==> config.mk <==
export PLATFORM = sky130hd
export DESIGN_NAME = rts_sched
export DESIGN_NICKNAME = d
export VERILOG_FILES = /design/src/hw/rts_pkg.sv /design/src/hw/rts_fetch.sv /design/src/hw/rts_sched.sv
export SDC_FILE = /design/constraint.sdc
export NUM_CORES = 1
export LEC_CHECK = 0
export ABC_AREA = 1
export ABC_CLOCK_PERIOD_IN_PS = 2900
export BUFFER_PORTS_ARGS = -buffer_cell sky130_fd_sc_hd__buf_2
export CORE_UTILIZATION = 30
export DETAILED_ROUTE_END_ITERATION = 16
export HOLD_SLACK_MARGIN = 0.03
export PLACE_DENSITY_LB_ADDON = 0.3
export SKIP_CTS_REPAIR_TIMING = 1
export SYNTH_ARGS = -nofsm -noshare
export SYNTH_HDL_FRONTEND = slang
export SYNTH_SLANG_ARGS = --single-unit
==> constraint.sdc <==
create_clock -name clk_i -period 2.9 [get_ports clk_i]
set_clock_uncertainty 0.05 [all_clocks]
set_input_delay 0.58 -clock clk_i [delete_from_list [all_inputs] [get_ports clk_i]]
set_output_delay 0.58 -clock clk_i [all_outputs]
set_load 0.02 [all_outputs]
==> src/hw/rts_pkg.sv <==
// Constants and types shared by the reload-synced trigger scheduler
package rts_pkg;
   localparam int unsigned GEN_N = 2;
   localparam int unsigned ADDR_W = 12;
   localparam int unsigned MEM_AW = 24;
   localparam int unsigned ENTRY_W = 16;
   // Register byte offsets
   localparam logic [ADDR_W-1:0] OFS_CTRL = 12'h000;
   localparam logic [ADDR_W-1:0] OFS_IRQ_EN = 12'h004;
   localparam logic [ADDR_W-1:0] OFS_STATUS = 12'h008;
   localparam logic [ADDR_W-1:0] OFS_BASE_LOW = 12'h00c;
   localparam logic [ADDR_W-1:0] OFS_BASE_MID = 12'h010;
   localparam logic [ADDR_W-1:0] OFS_BASE_HIGH = 12'h014;
   localparam logic [ADDR_W-1:0] OFS_GEN0_PRI = 12'h018;
   localparam logic [ADDR_W-1:0] OFS_GEN0_ALT = 12'h01c;
   localparam logic [ADDR_W-1:0] OFS_GEN1_PRI = 12'h020;
   localparam logic [ADDR_W-1:0] OFS_GEN1_ALT = 12'h024;
   localparam logic [ADDR_W-1:0] OFS_COUNT = 12'h028;
   // Control register fields
   localparam int unsigned CTRL_UNIT_EN = 0;
   localparam int unsigned CTRL_GEN_EN = 1;
   localparam int unsigned CTRL_LOAD_OK = 3;
   // Status register fields
   localparam int unsigned STAT_DONE = 0;
   localparam int unsigned STAT_ACTIVE = 4;
   localparam int unsigned STAT_ALT = 8;
   // Pointer byte lane shifts
   localparam int unsigned BASE_MID_SH = 8;
   localparam int unsigned BASE_HIGH_SH = 16;
   // Reset values and the counter saturation limit
   localparam logic [7:0] RST_BYTE = 8'h00;
   localparam logic [ENTRY_W-1:0] RST_ENTRY = 16'h0000;
   localparam logic [ENTRY_W-1:0] COUNT_MAX = 16'hffff;
   // A zero entry after the first ends the list
   localparam logic [ENTRY_W-1:0] END_MARK = 16'h0000;

   typedef enum logic [1:0] {
      GEN_IDLE,
      GEN_FETCH,
      GEN_ARMED,
      GEN_DONE
   } rts_gen_st_t;

   typedef enum logic [1:0] {
      FET_IDLE,
      FET_BUSY,
      FET_GAP
   } rts_fet_st_t;
endpackage : rts_pkg

==> src/hw/rts_fetch.sv <==
// List entry fetcher: shares one memory read port between generators
`timescale 1ns/1ps
module rts_fetch (
   input wire logic clk_i,
   input wire logic sys_rst_i,
   input wire logic [rts_pkg::GEN_N-1:0] req_i,
   input wire logic [rts_pkg::GEN_N-1:0][rts_pkg::MEM_AW-1:0] addr_i,
   output logic [rts_pkg::GEN_N-1:0] done_o,
   output logic [rts_pkg::ENTRY_W-1:0] data_o,
   output logic busy_o,
   output logic owner_o,
   output logic mem_req_o,
   output logic [rts_pkg::MEM_AW-1:0] mem_addr_o,
   input wire logic mem_ack_i,
   input wire logic [rts_pkg::ENTRY_W-1:0] mem_rdata_i
);
   import rts_pkg::*;

   typedef struct packed {
      rts_fet_st_t st;
      logic owner;
      logic [GEN_N-1:0] done;
      logic [ENTRY_W-1:0] data;
      logic req;
      logic [MEM_AW-1:0] addr;
   } rts_fet_t;

   rts_fet_t s_q, s_d;

   always_comb begin
      s_d = s_q;
      s_d.done = '0;
      unique case (s_q.st)
         FET_IDLE: begin
            // Fixed priority: generator 0 first
            if (req_i[0] || req_i[1]) begin
               s_d.owner = ~req_i[0];
               s_d.addr = req_i[0] ? addr_i[0] : addr_i[1];
               s_d.req = 1'b1;
               s_d.st = FET_BUSY;
            end
         end
         FET_BUSY: begin
            if (mem_ack_i) begin
               s_d.req = 1'b0;
               s_d.data = mem_rdata_i;
               s_d.done[s_q.owner] = 1'b1;
               s_d.st = FET_GAP;
            end
         end
         FET_GAP: begin
            // One idle cycle so the requester can drop its request
            s_d.st = FET_IDLE;
         end
         default: s_d.st = FET_IDLE;
      endcase
   end

   always_ff @(posedge clk_i) begin
      if (sys_rst_i) begin
         s_q <= '{st: FET_IDLE, owner: 1'b0, done: '0, data: RST_ENTRY,
                  req: 1'b0, addr: '0};
      end else begin
         s_q <= s_d;
      end
   end

   assign done_o = s_q.done;
   assign data_o = s_q.data;
   assign busy_o = (s_q.st == FET_BUSY);
   assign owner_o = s_q.owner;
   assign mem_req_o = s_q.req;
   assign mem_addr_o = s_q.addr;
endmodule : rts_fetch

==> src/hw/rts_sched.sv <==
// Reload-synced trigger scheduler with two list-driven generators
//
// How it works
// [RULE1] Two generators, each with own enable
// [RULE2] Generator 0 feeds converter 0, 1 feeds 1
// [RULE3] Reload clears counter, loads first list entry
// [RULE4] Reload tells enabled converters: new cycle
// [RULE5] Counter match fires one trigger, then advance
// [RULE6] Counter increments once every bus clock; here it holds at COUNT_MAX
// [RULE7] Trigger times read from system memory
// [RULE8] Base pointer from low, mid, high bytes
// [RULE9] List indices count 16-bit entries from base
// [RULE10] Alternate between primary and alternate index
// [RULE11] List end with enable raises generator interrupt
// [RULE12] Load-ok output tells others buffers are ready
// [RULE13] Converter with flow code 3 follows signals
// [RULE14] Converter stores result despite restart
// [RULE15] Converter writes 12-bit left-justified results
// [RULE16] Converter 0 interrupts at its list end
// [RULE17] Enabled unit passes reload straight on
// [RULE18] Finished generator stays silent until reload
//
// Design decisions made here: register access over APB and the register offsets.
`timescale 1ns/1ps
module rts_sched (
   input wire logic clk_i,
   input wire logic sys_rst_i,
   input wire logic psel,
   input wire logic penable,
   input wire logic pwrite,
   input wire logic [rts_pkg::ADDR_W-1:0] paddr,
   input wire logic [31:0] pwdata,
   output logic [31:0] prdata,
   output logic pready,
   output logic pslverr,
   input wire logic pwm_reload_i,
   output logic reload_o,
   output logic [rts_pkg::GEN_N-1:0] cycle_start_o,
   output logic [rts_pkg::GEN_N-1:0] trigger_o,
   output logic [rts_pkg::GEN_N-1:0] done_irq_o,
   output logic load_ok_o,
   output logic mem_req_o,
   output logic [rts_pkg::MEM_AW-1:0] mem_addr_o,
   input wire logic mem_ack_i,
   input wire logic [rts_pkg::ENTRY_W-1:0] mem_rdata_i
);
   import rts_pkg::*;

   typedef struct packed {
      logic unit_en;
      logic [GEN_N-1:0] gen_en;
      logic load_ok;
      logic [GEN_N-1:0] irq_en;
      logic [GEN_N-1:0] done;
      logic [7:0] base_low;
      logic [7:0] base_mid;
      logic [7:0] base_high;
      logic [GEN_N-1:0][7:0] pri_idx;
      logic [GEN_N-1:0][7:0] alt_idx;
      logic [ENTRY_W-1:0] count;
      rts_gen_st_t [GEN_N-1:0] st;
      logic [GEN_N-1:0][ENTRY_W-1:0] value;
      logic [GEN_N-1:0][7:0] entry;
      logic [GEN_N-1:0] alt_sel;
      logic [GEN_N-1:0] stale;
      logic [GEN_N-1:0] trig;
      logic [GEN_N-1:0] cstart;
      logic [GEN_N-1:0] irq;
      logic reload;
      logic pready;
      logic pslverr;
      logic [31:0] prdata;
   } rts_state_t;

   rts_state_t s_q, s_d;

   logic [GEN_N-1:0] fet_req;
   logic [GEN_N-1:0][MEM_AW-1:0] fet_addr;
   logic [GEN_N-1:0] fet_done;
   logic [ENTRY_W-1:0] fet_data;
   logic fet_busy;
   logic fet_owner;
   logic [MEM_AW-1:0] base_ptr;

   // Pointer bytes assembled into one 24-bit base
   assign base_ptr = {s_q.base_high, s_q.base_mid, s_q.base_low}; // RULE8

   // Per-generator list address and fetch request
   for (genvar g = 0; g < GEN_N; g++) begin : g_addr
      logic [7:0] idx;
      // Odd cycles use the alternate index
      assign idx = s_q.alt_sel[g] ? s_q.alt_idx[g] : s_q.pri_idx[g]; // RULE10
      // Index and entry count halfwords, hence the shift by one
      assign fet_addr[g] = base_ptr + MEM_AW'({idx, 1'b0})
                           + MEM_AW'({s_q.entry[g], 1'b0}); // RULE9
      assign fet_req[g] = (s_q.st[g] == GEN_FETCH);
   end

   rts_fetch u_fetch (
      .clk_i(clk_i),
      .sys_rst_i(sys_rst_i),
      .req_i(fet_req),
      .addr_i(fet_addr),
      .done_o(fet_done),
      .data_o(fet_data),
      .busy_o(fet_busy),
      .owner_o(fet_owner),
      .mem_req_o(mem_req_o), // RULE7
      .mem_addr_o(mem_addr_o),
      .mem_ack_i(mem_ack_i),
      .mem_rdata_i(mem_rdata_i)
   );

   always_comb begin
      logic acc;
      logic wr;
      logic reload;
      logic [31:0] rd;
      logic hit;
      acc = psel && penable && s_q.pready;
      wr = acc && pwrite;
      reload = pwm_reload_i;
      rd = 32'h0000_0000;
      hit = 1'b1;
      s_d = s_q;
      s_d.trig = '0;
      s_d.cstart = '0;

      // Free-running time base, saturating so it cannot match twice
      if (reload) begin
         s_d.count = RST_ENTRY; // RULE3
      end else if (s_q.count != COUNT_MAX) begin
         s_d.count = s_q.count + 16'h0001; // RULE6
      end

      s_d.reload = reload && s_q.unit_en; // RULE17

      for (int g = 0; g < GEN_N; g++) begin
         if (!s_q.unit_en || !s_q.gen_en[g]) begin
            s_d.st[g] = GEN_IDLE; // RULE1
            s_d.stale[g] = s_q.stale[g] || (fet_busy && fet_owner == g[0]);
            if (fet_done[g]) begin
               s_d.stale[g] = 1'b0;
            end
         end else if (reload) begin
            // A fetch in flight for the old cycle is thrown away
            s_d.stale[g] = fet_busy && (fet_owner == g[0]);
            s_d.st[g] = GEN_FETCH; // RULE3
            s_d.entry[g] = 8'h00;
            s_d.cstart[g] = 1'b1; // RULE4
            s_d.alt_sel[g] = ~s_q.alt_sel[g]; // RULE10
         end else if (fet_done[g] && s_q.stale[g]) begin
            s_d.stale[g] = 1'b0;
         end else begin
            unique case (s_q.st[g])
               GEN_FETCH: begin
                  if (fet_done[g]) begin
                     if (s_q.entry[g] != 8'h00 && fet_data == END_MARK) begin
                        s_d.st[g] = GEN_DONE; // RULE18
                        s_d.done[g] = 1'b1; // RULE11
                     end else begin
                        s_d.value[g] = fet_data;
                        s_d.st[g] = GEN_ARMED;
                     end
                  end
               end
               GEN_ARMED: begin
                  if (s_q.count == s_q.value[g]) begin
                     s_d.trig[g] = 1'b1; // RULE5
                     s_d.entry[g] = s_q.entry[g] + 8'h01;
                     s_d.st[g] = GEN_FETCH;
                  end
               end
               GEN_IDLE: begin
                  // Waits for the next reload
               end
               GEN_DONE: begin
                  // Silent until the next reload
               end
            endcase
         end
      end

      // Transfer of partner buffers happens at the reload
      if (reload && s_q.unit_en) begin
         s_d.load_ok = 1'b0; // RULE12
      end

      // Register access: writes land on the completing edge
      unique case (paddr)
         OFS_CTRL: begin
            rd[CTRL_UNIT_EN] = s_q.unit_en;
            rd[CTRL_GEN_EN +: GEN_N] = s_q.gen_en;
            rd[CTRL_LOAD_OK] = s_q.load_ok;
            if (wr) begin
               s_d.unit_en = pwdata[CTRL_UNIT_EN];
               s_d.gen_en = pwdata[CTRL_GEN_EN +: GEN_N]; // RULE1
               // Only software sets it; set beats the reload clear
               if (pwdata[CTRL_LOAD_OK]) begin
                  s_d.load_ok = 1'b1; // RULE12
               end
            end
         end
         OFS_IRQ_EN: begin
            rd[GEN_N-1:0] = s_q.irq_en;
            if (wr) begin
               s_d.irq_en = pwdata[GEN_N-1:0];
            end
         end
         OFS_STATUS: begin
            rd[STAT_DONE +: GEN_N] = s_q.done;
            for (int g = 0; g < GEN_N; g++) begin
               rd[STAT_ACTIVE + g] = (s_q.st[g] == GEN_FETCH)
                                     || (s_q.st[g] == GEN_ARMED);
            end
            rd[STAT_ALT +: GEN_N] = s_q.alt_sel;
            // Write one to clear; a flag set now survives
            if (wr) begin
               s_d.done = (s_q.done & ~pwdata[STAT_DONE +: GEN_N])
                          | (s_d.done & ~s_q.done);
            end
         end
         OFS_BASE_LOW: begin
            rd[7:0] = s_q.base_low;
            if (wr) begin
               s_d.base_low = pwdata[7:0]; // RULE8
            end
         end
         OFS_BASE_MID: begin
            rd[7:0] = s_q.base_mid;
            if (wr) begin
               s_d.base_mid = pwdata[7:0]; // RULE8
            end
         end
         OFS_BASE_HIGH: begin
            rd[7:0] = s_q.base_high;
            if (wr) begin
               s_d.base_high = pwdata[7:0]; // RULE8
            end
         end
         OFS_GEN0_PRI: begin
            rd[7:0] = s_q.pri_idx[0];
            if (wr) begin
               s_d.pri_idx[0] = pwdata[7:0]; // RULE9
            end
         end
         OFS_GEN0_ALT: begin
            rd[7:0] = s_q.alt_idx[0];
            if (wr) begin
               s_d.alt_idx[0] = pwdata[7:0]; // RULE9
            end
         end
         OFS_GEN1_PRI: begin
            rd[7:0] = s_q.pri_idx[1];
            if (wr) begin
               s_d.pri_idx[1] = pwdata[7:0]; // RULE9
            end
         end
         OFS_GEN1_ALT: begin
            rd[7:0] = s_q.alt_idx[1];
            if (wr) begin
               s_d.alt_idx[1] = pwdata[7:0]; // RULE9
            end
         end
         OFS_COUNT: begin
            rd[ENTRY_W-1:0] = s_q.count;
         end
         default: begin
            hit = 1'b0;
         end
      endcase

      s_d.irq = s_q.done & s_q.irq_en; // RULE11

      // One wait state: ready rises in the second access cycle
      s_d.pready = psel && penable && !s_q.pready;
      s_d.pslverr = psel && penable && !s_q.pready && !hit;
      if (psel && penable && !s_q.pready) begin
         s_d.prdata = (pwrite || !hit) ? 32'h0000_0000 : rd;
      end
   end

   always_ff @(posedge clk_i) begin
      if (sys_rst_i) begin
         s_q <= '0;
         s_q.st <= {GEN_N{GEN_IDLE}};
      end else begin
         s_q <= s_d;
      end
   end

   assign prdata = s_q.prdata;
   assign pready = s_q.pready;
   assign pslverr = s_q.pslverr;
   assign reload_o = s_q.reload;
   assign cycle_start_o = s_q.cstart;
   assign trigger_o = s_q.trig; // RULE2
   assign done_irq_o = s_q.irq;
   assign load_ok_o = s_q.load_ok;
endmodule : rts_sched

Word level (Yosys, flattened, before mapping). Index checks and enable logic that the tools add are counted.

Add/subtract/negate cells: 7. $mul: 0. Div/mod/pow operators: 0. Magnitude comparators: 2. Equality and inequality tests: 30. Shift operators: 0. Mux-type cells: 68. Bitwise logic cells: 21. Reductions and logical operators: 74.

Operators with widths (number): 24-bit by 9-bit adder with 24-bit output (4); 8-bit 2-to-1 mux (10); 12-bit by 5-bit equality test with 1-bit output (second input constant) (4); 12-bit by 6-bit equality test with 1-bit output (second input constant) (3); 1-bit 2-to-1 mux (36); 2-bit case mux with 9 select lines (2); 16-bit equality test (2); 2-bit AND reduction (14); 25-bit 2-to-1 mux (1); 12-bit by 4-bit equality test with 1-bit output (second input constant) (2); 24-bit 2-to-1 mux (1); 4-bit AND reduction (6); 2-bit case mux with 11 select lines (1); 16-bit by 1-bit adder with 16-bit output (second input constant) (1); 8-bit by 1-bit adder with 8-bit output (second input constant) (2); 16-bit logical NOT (1); 16-bit 2-to-1 mux (1); 16-bit != test (second input constant) (1); 2-bit case mux with 2 select lines (4); 2-bit case mux with 8 select lines (1); 8-bit nonzero test (2); 1-bit inverter (15); 2-bit 2-to-1 mux (7); 2-bit != test (second input constant) (7); 27 further kinds (74).

Register bits after elaboration: 223. Latch bits: 0. Bits in writable memories: 0. ROM bits: 0. Bits of input ports: 67. Output and inout bits: 67. Logic and storage cells: 242. Memories kept: 0.

Longest topological paths before layout. Gate-level depths: netlist (run 1).

Depth after elaboration: 12. Depth in mapped cells: 21. Gate-level depth less buffers: 20.

Modules after synthesis. From an unflattened synthesis (run 1), not the netlist that was laid out.

Cell total of the unflattened synthesis: 1842. Area, all modules: 12413.2 um2.

By module, submodules not included: rts_sched (instances 1, cells each 1443, area each 9935.8 um2, sequential area each 3223.1 um2); rts_fetch (instances 1, cells each 399, area each 2477.4 um2, sequential area each 920.9 um2).

Worst setup path before layout (run 1). OpenSTA, ideal clock, no wires.

Path kind: flip-flop to flip-flop. Start point: reg s_q[43] (netlist name). End point: reg u_fetch.s_q, in the netlist u_fetch.mem_addr_o[20]. Setup time: 0.109 ns. Arrival: 2.806 ns. Required time: 2.741 ns. Path slack: -0.065 ns. Cell stages (with the launch flop): 20. Buffers on the path: 2. Clock period less this slack: 2.965 ns. Path through: dfxtp_1 > clkbuf_1 > clkbuf_1 > nand2_1 > o21ai_0 > fa_1 > ha_1 > fa_1 > nand2_1 > nand2_1 > nand3b_1 > nand2_1 > nand2_1 > nand2_1 > nand2_1 > nor2_1 > nand3_1 > nand3_1 > nand2_1 > inv_1.

Longest elaborated chain between the ends: 4.

RTL lines: start, declared (RTL line rts_sched.sv:75) `rts_state_t s_q, s_d;`; 8-bit 2-to-1 mux (RTL line rts_sched.sv:92) `assign idx = s_q.alt_sel[g] ? s_q.alt_idx[g] : s_q.pri_idx[g];`; 24-bit by 9-bit adder with 24-bit output (RTL line rts_sched.sv:94) `assign fet_addr[g] = base_ptr + MEM_AW'({idx, 1'b0})`; 24-bit by 9-bit adder with 24-bit output (RTL line rts_sched.sv:95) `+ MEM_AW'({s_q.entry[g], 1'b0});`; 24-bit 2-to-1 mux (RTL line rts_fetch.sv:38) `s_d.addr = req_i[0] ? addr_i[0] : addr_i[1];`; end signal, assigned (RTL line rts_fetch.sv:61) `s_q <= '{st: FET_IDLE, owner: 1'b0, done: '0, data: RST_ENTRY,`; end, declared (RTL line rts_fetch.sv:28) `rts_fet_t s_q, s_d;`.

Every way passes these cells. A chain may end at the register's enable or synchronous reset.

Final worst setup path (run 1).
Start point: reg s_q[43] (netlist name). End point: reg u_fetch.s_q, in the netlist u_fetch.mem_addr_o[10].

Same word-level chain as after synthesis.

==> impl_metrics.toml, run 1 <==
[run_status]
run_status = "finished clean"

[timing]
clock.fmax_ghz = 0.355
setup_violations = 0
worst_pin_slew_ns = 0.713
rsz0062_at_grt = "true"
slew_viol_final = 0
slew_headroom_pct = 52.3
timing.final.crit_share_pct = 97.1
fin_setup_tns_ns = 0
hold_violations = 0
holdWs_ns = 0.242
min_period_ns = 2.82
setup_ws_ns = 0.0838

[detailed_routing]
wl_met3_mm = 1.82
wl_met1_mm = 16.5
drtIter0Drc = 752
viasPerCell = 4.86
drt-total-wl_mm = 36.4
dr.max_layer_used = "met4"
ant_nets = 0
via_count = 11368
wl_met2_mm = 16.8
post_drt_wl_per_cell_microns = 15.6
drcViolationCount = 0
first_pass_iters = 5

[logic_synthesis]
synth_area_per_cell_sq_um = 6.87
syn_area_sq_mm = 0.0119
synthCells = 1733
synth-seq-area-share_pct = 34.8
synth_ff_type = "dfxtp_1"
synth_edf_count = 0
async_reset_ff_share_pct = 0
ys_ff_latch = 207
ys_warn_count = 0
yosysUniqueCellTypes = 43

[global_routing]
antenna_found_initial = 0
overflow = 0
grt_pass1_wl_mm = 57.0
grt_pass1_vias = 10374
grt_start_max_net_pins = 48
track_usage_pct = 17.6

[die]
die_h_microns = 201
start_util_pct = 30.6
core-area_sq_mm = 0.0389
io_pins = 134
die-area_sq_mm = 0.0405
chipWidth_microns = 201
num_rows = 72

[worst_hold_path]
hp-class = "in2reg"

[cts]
clockRootBuffer = "clkbuf_16"
numCtsBuffers = 25
clkTransAtPathRegs_ns = 0.06
htreeDepth = 1
tritoncts = "done"
insertion_delay_ns = 0.57
clockBufferDepth = 3
clkSinkCount = 207

[finish]
drive_gt1_share_pct = 17.4
finalInstanceArea_sq_mm = 0.0141
fin_nets = 1911
diodes = 0
final_common_cell = "nand2_1"
syn_to_final_growth_pct = 18.7
final_cell_mix = "nand2_1, dfxtp_1, nor2_1, inv_1, a21oi_1"
fin_util_pct = 36.3
layout.cells.non_filler = 2337

[worst_setup_path]
worst_setup_path_start_kind = "flop"
worstPathCellList = "o21ai_2 > fa_1 > ha_2 > fa_2 > nand2_2 > nand2_2 > nand3b_1 > nand2_2 > nand2_4 > nand2_4 > nand2_4 > buf_4 > xor2_1 > a21oi_1"
critPathMaxFanout = 5
end_kind = "flop"
slowest_delay_ns = 0.44
arrival_ns = 3.20
crit_slowest_cell = "fa_1"
required_ns = 3.28
crit_type = "reg2reg"

[run]
maxCapViolCount = 0

[placement]
dp_cells = 2288
pre_cts_slack_ns = -0.116
dpl.hpwl_mm = 27.4
gp_congestion = 0.903
place_area_sq_mm = 0.0128
portBuffers = 93

[pwr]
finalPower_mw = 6.49
p_per_area_mw_per_mm2 = 459
p_leak_nw = 6.23
ir_worst_vdd_mv = 0.378
[worst paths after layout]
path / end / slack [ns] / start / cells after the start
max: u_fetch.mem_addr_o[10] / 0.08 / s_q[43] / 14
min: u_fetch.data_o[6] / 0.24 / mem_rdata_i[6] / 3
max reg2reg: u_fetch.mem_addr_o[10] / 0.08 / s_q[43] / 14
min reg2reg: u_fetch.mem_addr_o[1] / 0.41 / u_fetch.mem_addr_o[1] / 2
[power by group]
part | internal [mW] | leakage (nW) | total, mW | switching, mW
Sequential | 2.84 | 1.67 | 2.85 | 0.00495
Clock | 2.10 | 0.438 | 3.42 | 1.32
Combinational | 0.0547 | 4.13 | 0.215 | 0.160
[critical path, delay by kind of cell, from the launching register on]
kind	cells	cell delay, ns
compound gates	2	0.34
flops	1	0.38
xor+xnor	1	0.15
simple gates	7	0.60
buf+inv	1	0.11
fa+ha+maj	3	1.04
[state kept, by name, summed over array words and instances (netlist names)]
name / cells
s_q: 111
base_ptr: 24
u_fetch.mem_addr_o: 24
prdata: 16
u_fetch.data_o: 16
cycle_start_o: 2
done_irq_o: 2
trigger_o: 2
u_fetch.done_o: 2
u_fetch.s_q: 2
load_ok_o: 1
pready: 1
pslverr: 1
reload_o: 1
u_fetch.mem_req_o: 1
u_fetch.owner_o: 1
[metal layers]
layer	global-route usage, %	vias up
li1	-	5745
met1	23.4	5231
met2	29.0	322
met3	2.30	70
met4	6.41	0
met5	0	-
[final cells by class]
cell class | instances | area (sq um)
Clock buffer | 34 | 719
Clock inverter | 11 | 183
Fill cell | 4163 | 24800
Inverter | 191 | 719
Multi-Input combinational cell | 1207 | 6630
Sequential cell | 207 | 4150
Tap cell | 518 | 648
Timing Repair Buffer | 169 | 1090
[Yosys cell counts, types with 2 or more instances]
cell type  count  area, sq um
nor3_1        24          120
and2_1         2         12.5
nand4_1       49          307
dfxtp_1      207         4140
nand3_1      131          656
fa_1          18          360
xor2_1        41          359
nor4_1         4         25.0
a211oi_1      17          128
nand2_2        8         50.1
nand2_1      320         1200
a31oi_1        7         43.8
a41oi_1        2         17.5
nor2_4         3         33.8
inv_2          6         22.5
clkinv_1       2         7.51
o21ai_0      154          771
buf_2         33          165
nor2_2         7         43.8
or2_2          2         12.5
nor3_2         2         20.0
clkbuf_2       3         15.0
nor2_1       184          691
buf_4         64          480
buf_1          8         30.0
o211ai_1       7         52.6
nand3b_1       3         22.5
ha_1          25          313
inv_1        183          687
a21oi_1      161          806
o31ai_1        3         22.5
xnor2_1        9         78.8
clkbuf_1      34          128
[logic make-up after synthesis]
logic type      share of synthesized area [%]
simple gates                             27.0
compound gates                           15.8
fa+ha+maj                                5.65
flops                                    34.8
xor+xnor                                 3.68
buf+inv                                  13.0
other cells                            0.0315
(Power assumes the default switching activity.)
==> run 2: changes to the inputs <==
- ABC_CLOCK_PERIOD_IN_PS: 2900 -> 3000
- clock period: 2.9 -> 3 ns (I/O delays scaled with it)
==> impl_metrics.toml, run 2 (same netlist as run 1, synthesis figures left out) <==
[run_status]
run_status = "finished clean"

[detailed_routing]
drcViolationCount = 0
first_pass_iters = 6
viasPerCell = 4.86
ant_nets = 0
drt-total-wl_mm = 36.2
drtIter0Drc = 800
via_count = 11284
post_drt_wl_per_cell_microns = 15.6

[finish]
regArea_sq_mm = 0.00415
fill_cells = 4159
final_cell_mix = "nand2_1, dfxtp_1, nor2_1, inv_1, a21oi_1"
largest_reg_flops = 111
multi_input_area_sq_mm = 0.00638
largest-register = "s_q"
drive_gt1_share_pct = 13.9
fin_nets = 1894
finalInstanceArea_sq_mm = 0.0137
final_common_cell = "nand2_1"
syn_to_final_growth_pct = 15.1
layout.cells.non_filler = 2321
diodes = 0

[cts]
clkSinkCount = 207
clockBufferDepth = 3
tritoncts = "done"
clkTransAtPathRegs_ns = 0.06
insertion_delay_ns = 0.57
htreeDepth = 1
numCtsBuffers = 26
clockRootBuffer = "clkbuf_16"

[pwr]
finalPower_mw = 6.19
p_leak_nw = 6.08
p_per_area_mw_per_mm2 = 452
ir_worst_vdd_mv = 0.435

[timing]
min_period_ns = 2.79
worst_pin_slew_ns = 0.848
clock.fmax_ghz = 0.359
slew_headroom_pct = 43.3
rsz0062_at_grt = "false"
slew_viol_final = 0
setup_violations = 0
holdWs_ns = 0.261
timing.final.crit_share_pct = 92.9
hold_violations = 0

[die]
die_h_microns = 201
chipWidth_microns = 201
start_util_pct = 30.6
die-area_sq_mm = 0.0405
io_pins = 134
num_rows = 72
core-area_sq_mm = 0.0389

[worst_setup_path]
required_ns = 3.40
worst_setup_path_start_kind = "flop"
crit_type = "reg2reg"
end_kind = "flop"
arrival_ns = 3.19
critPathMaxFanout = 4

[global_routing]
track_usage_pct = 17.6
overflow = 0
grt_pass1_wl_mm = 57.5
grt_pass1_vias = 10621
grt_start_max_net_pins = 51
antenna_found_initial = 0

[worst_hold_path]
hp-class = "in2reg"

[placement]
dp_cells = 2273
place_area_sq_mm = 0.0127
gp_congestion = 0.905
portBuffers = 93
dpl.hpwl_mm = 27.5

[run]
maxCapViolCount = 0
run 2: changes by cell type in the layout (fill, tap and decap cells not counted), moves of 7 or more:
cell     change
nand2_2     -11
nand2_1     +18
a21oi_1      +8
a21oi_2      -7
nand2_4      -7
buf_4       -15
run 2: area by class of cell:
class,count,area share (%)
sequential,207,30.3
multi-input combinational,1207,46.6
clock inverter,12,1.10
timing repair buffer,151,6.69
clock buffer,35,5.43
tap,518,4.73
inverter,191,5.23
run 2: critical path: stages, from the launching register on:
cell	delay, ns
dfxtp_1	0.34
inv_1	0.07
o21ai_0	0.16
buf_4	0.16
fa_1	0.41
ha_2	0.21
fa_2	0.38
nand2_1	0.09
nand3_2	0.11
nand2_2	0.11
nand3_1	0.12
nand2_2	0.15
nor2_1	0.06
nand3_1	0.07
nand3_1	0.07
nand2_1	0.07
inv_1	0.03
run 2: per-layer routing:
metal  wire [microns]  vias to the layer above  GRT usage, %
li1                 -                     5709             -
met1            16100                     5193          22.7
met2            17100                      315          30.0
met3             1720                       67          2.41
met4             1270                        0          6.20
met5                0                        -             0
run 2: final timing paths:
kind | from | to | slack (ns) | cells past startpoint
setup / recovery | s_q[138] | u_fetch.mem_addr_o[20] | 0.21 | 16
hold / removal | mem_rdata_i[6] | u_fetch.data_o[6] | 0.26 | 3
setup reg to reg | s_q[138] | u_fetch.mem_addr_o[20] | 0.21 | 16
hold reg to reg | u_fetch.mem_addr_o[1] | u_fetch.mem_addr_o[1] | 0.41 | 2
run 2: per-stage QoR:
step	util (%)	setup slack, ns	TNS, ns
2_1_floorplan	-	0.0351	0
6_report	35.2	0.213	0
4_1_cts	34.9	-0.113	-0.354
5_1_grt	35.2	0.00802	0
3_5_place_dp	32.6	-0.0770	-0.212
3_3_place_gp	32.6	-0.0939	-0.203
run 2: where the power goes:
group          internal [mW]  total [mW]  switching [mW]
logic                 0.0539       0.210           0.157
clock network           1.93        3.23            1.30
registers               2.75        2.76         0.00468
total                   4.73        6.19            1.46
==> run 3: changes to the inputs <==
- ABC_AREA: 1 -> unset
==> impl_metrics.toml, run 3 <==
[logic_synthesis]
synth_edf_count = 0
syn_area_sq_mm = 0.0111
synth_area_per_cell_sq_um = 8.83
synthCells = 1254
ys_ff_latch = 207
yosysMostFrequentCell = "dfxtp_1"
synth-seq-area-share_pct = 37.4
synth_area_leader_cell = "dfxtp_1"
synth_ff_type = "dfxtp_1"
synth_top_area_share_pct = 37.4
async_reset_ff_share_pct = 0
synthTopCellsByArea = "dfxtp_1, mux2i_1, nor2_1, buf_4, xnor2_1"
yosysUniqueCellTypes = 71
ys_top_cells_by_count = "dfxtp_1, nor2_1, mux2i_1"
ys_warn_count = 0

[finish]
fin_nets = 1453
final_cell_mix = "dfxtp_1, nor2_1, mux2i_1, nand2_1, buf_2"
largest-register = "s_q"
fill_cells = 3729
diodes = 0
multi_input_area_sq_mm = 0.00647
regArea_sq_mm = 0.00415
final_common_cell = "dfxtp_1"
drive_gt1_share_pct = 21.8
largest_reg_flops = 111
finalInstanceArea_sq_mm = 0.0133
syn_to_final_growth_pct = 19.8

[die]
io_pins = 134
die_h_microns = 194
num_rows = 69
die-area_sq_mm = 0.0377
start_util_pct = 30.8
core-area_sq_mm = 0.0359
chipWidth_microns = 194

[worst_setup_path]
startpoint = "s_q[44]"
path_common_cell = "buf_12"
regToRegSetupSlack_ns = -0.15
r2r-end = "u_fetch.mem_addr_o[20]"
end_kind = "flop"
crit_slowest_cell = "fa_1"
worst-path-stages = 12
required_ns = 3.39
r2r_cells = 12
worst_setup_path_start_kind = "flop"
worstPathCellList = "buf_12 > mux2_4 > fa_1 > ha_2 > fa_2 > a211oi_2 > o21bai_2 > a211oi_4 > buf_12 > nor4b_2 > xnor2_1 > o31ai_1"
arrival_ns = 3.54
reg2reg_from = "s_q[44]"
cp.buffers_inverters = 2
slowest_delay_ns = 0.44
crit_type = "reg2reg"
crit_family = "adder cells"
critPathMaxFanout = 8

[global_routing]
grt_start_max_net_pins = 78
grt_pass1_vias = 8695
antenna_found_initial = 0
track_usage_pct = 16.7
overflow = 0
grt_pass1_wl_mm = 50.3

[cts]
clockRootBuffer = "clkbuf_16"
clkTransAtPathRegs_ns = 0.06
insertion_delay_ns = 0.53
numCtsBuffers = 23
tritoncts = "done"
htreeDepth = 1
clockBufferDepth = 3
clkSinkCount = 207

[detailed_routing]
viasPerCell = 5.05
via_count = 9182
first_pass_iters = 5
drcViolationCount = 0
drt-total-wl_mm = 32.5
drtIter0Drc = 607
ant_nets = 0
post_drt_wl_per_cell_microns = 17.9

[pwr]
ir_worst_vdd_mv = 0.370
finalPower_mw = 5.79
p_leak_nw = 5.01
p_per_area_mw_per_mm2 = 437

[timing]
min_period_ns = 3.15
hold_violations = 0
setup_ws_ns = -0.146
setup_violations = 13
slew_viol_final = 0
clock.fmax_ghz = 0.318
holdWs_ns = 0.269
worst_pin_slew_ns = 0.790
fin_setup_tns_ns = -1.34
rsz0062_at_grt = "true"
slew_headroom_pct = 47.4
timing.final.crit_share_pct = 105

[run_status]
failed_checks = "negative setup slack"
run_status = "finished with violations"

[placement]
place_area_sq_mm = 0.0122
pre_cts_slack_ns = -0.318
gp_congestion = 0.905
dpl.hpwl_mm = 24.3
portBuffers = 93

[worst_hold_path]
holdCritStartpoint = "mem_rdata_i[8]"
holdPathStages = 3
holdPathEnd = "u_fetch.data_o[8]"
hp-class = "in2reg"

[run]
maxCapViolCount = 0
==> run 3: power breakdown <==
part           internal, mW  total [mW]  switching [mW]
sequential             2.75        2.75         0.00297
combinational        0.0595       0.218           0.158
clock                  1.66        2.82            1.16
==> run 3: kinds of logic after synthesis <==
family                     synth area share [%]
and+or+nand+nor                            19.5
AOI/OAI and AO/OA                          12.9
DFF                                        37.4
buffers and inverters                      7.46
muxes                                      11.5
xor gates and xnor gates                   5.07
adders and majority gates                  6.08
other                                    0.0339
==> run 3: worst max path at each step <==
stage	end	slack (ns)
after floorplan	u_fetch.mem_addr_o[20]	-0.06
after global placement	u_fetch.mem_addr_o[23]	-0.28
after detailed placement	u_fetch.mem_addr_o[23]	-0.32
after CTS	u_fetch.mem_addr_o[23]	-0.33
after global routing	u_fetch.mem_addr_o[20]	-0.30
final	u_fetch.mem_addr_o[20]	-0.15
==> run 3: tightest hold or removal path, cell delays in order <==
cell	delay (ns)
buf_2	0.09
nand2_1	0.05
a21oi_1	0.05
==> run 3: through the flow <==
stage	cells	utilization, %
finish	1818	36.9
global route	1818	36.9
CTS	1811	36.1
detailed placement	1772	34.0
global placement	1772	34.0
floorplan	1269	-
==> run 3: metal layers <==
| layer | global-route usage, % | share of wire, % | up-vias |
|---|---|---|---|
| met3 | 2.50 | 5.2 | 55 |
| met4 | 5.35 | 2.9 | 0 |
| met2 | 27.2 | 46 | 253 |
| met1 | 22.6 | 46 | 4333 |
| met5 | 0 | 0 | - |
| li1 | - | - | 4541 |
==> run 3: final cells by class <==
| cell class | instances | area share, % |
|---|---|---|
| clock buffers | 34 | 5.18 |
| clock inverters | 5 | 0.425 |
| inverters | 20 | 0.566 |
| multi-input cells | 906 | 48.8 |
| flip-flops and latches | 207 | 31.3 |
| well taps | 461 | 4.35 |
| repair buffers | 185 | 9.36 |
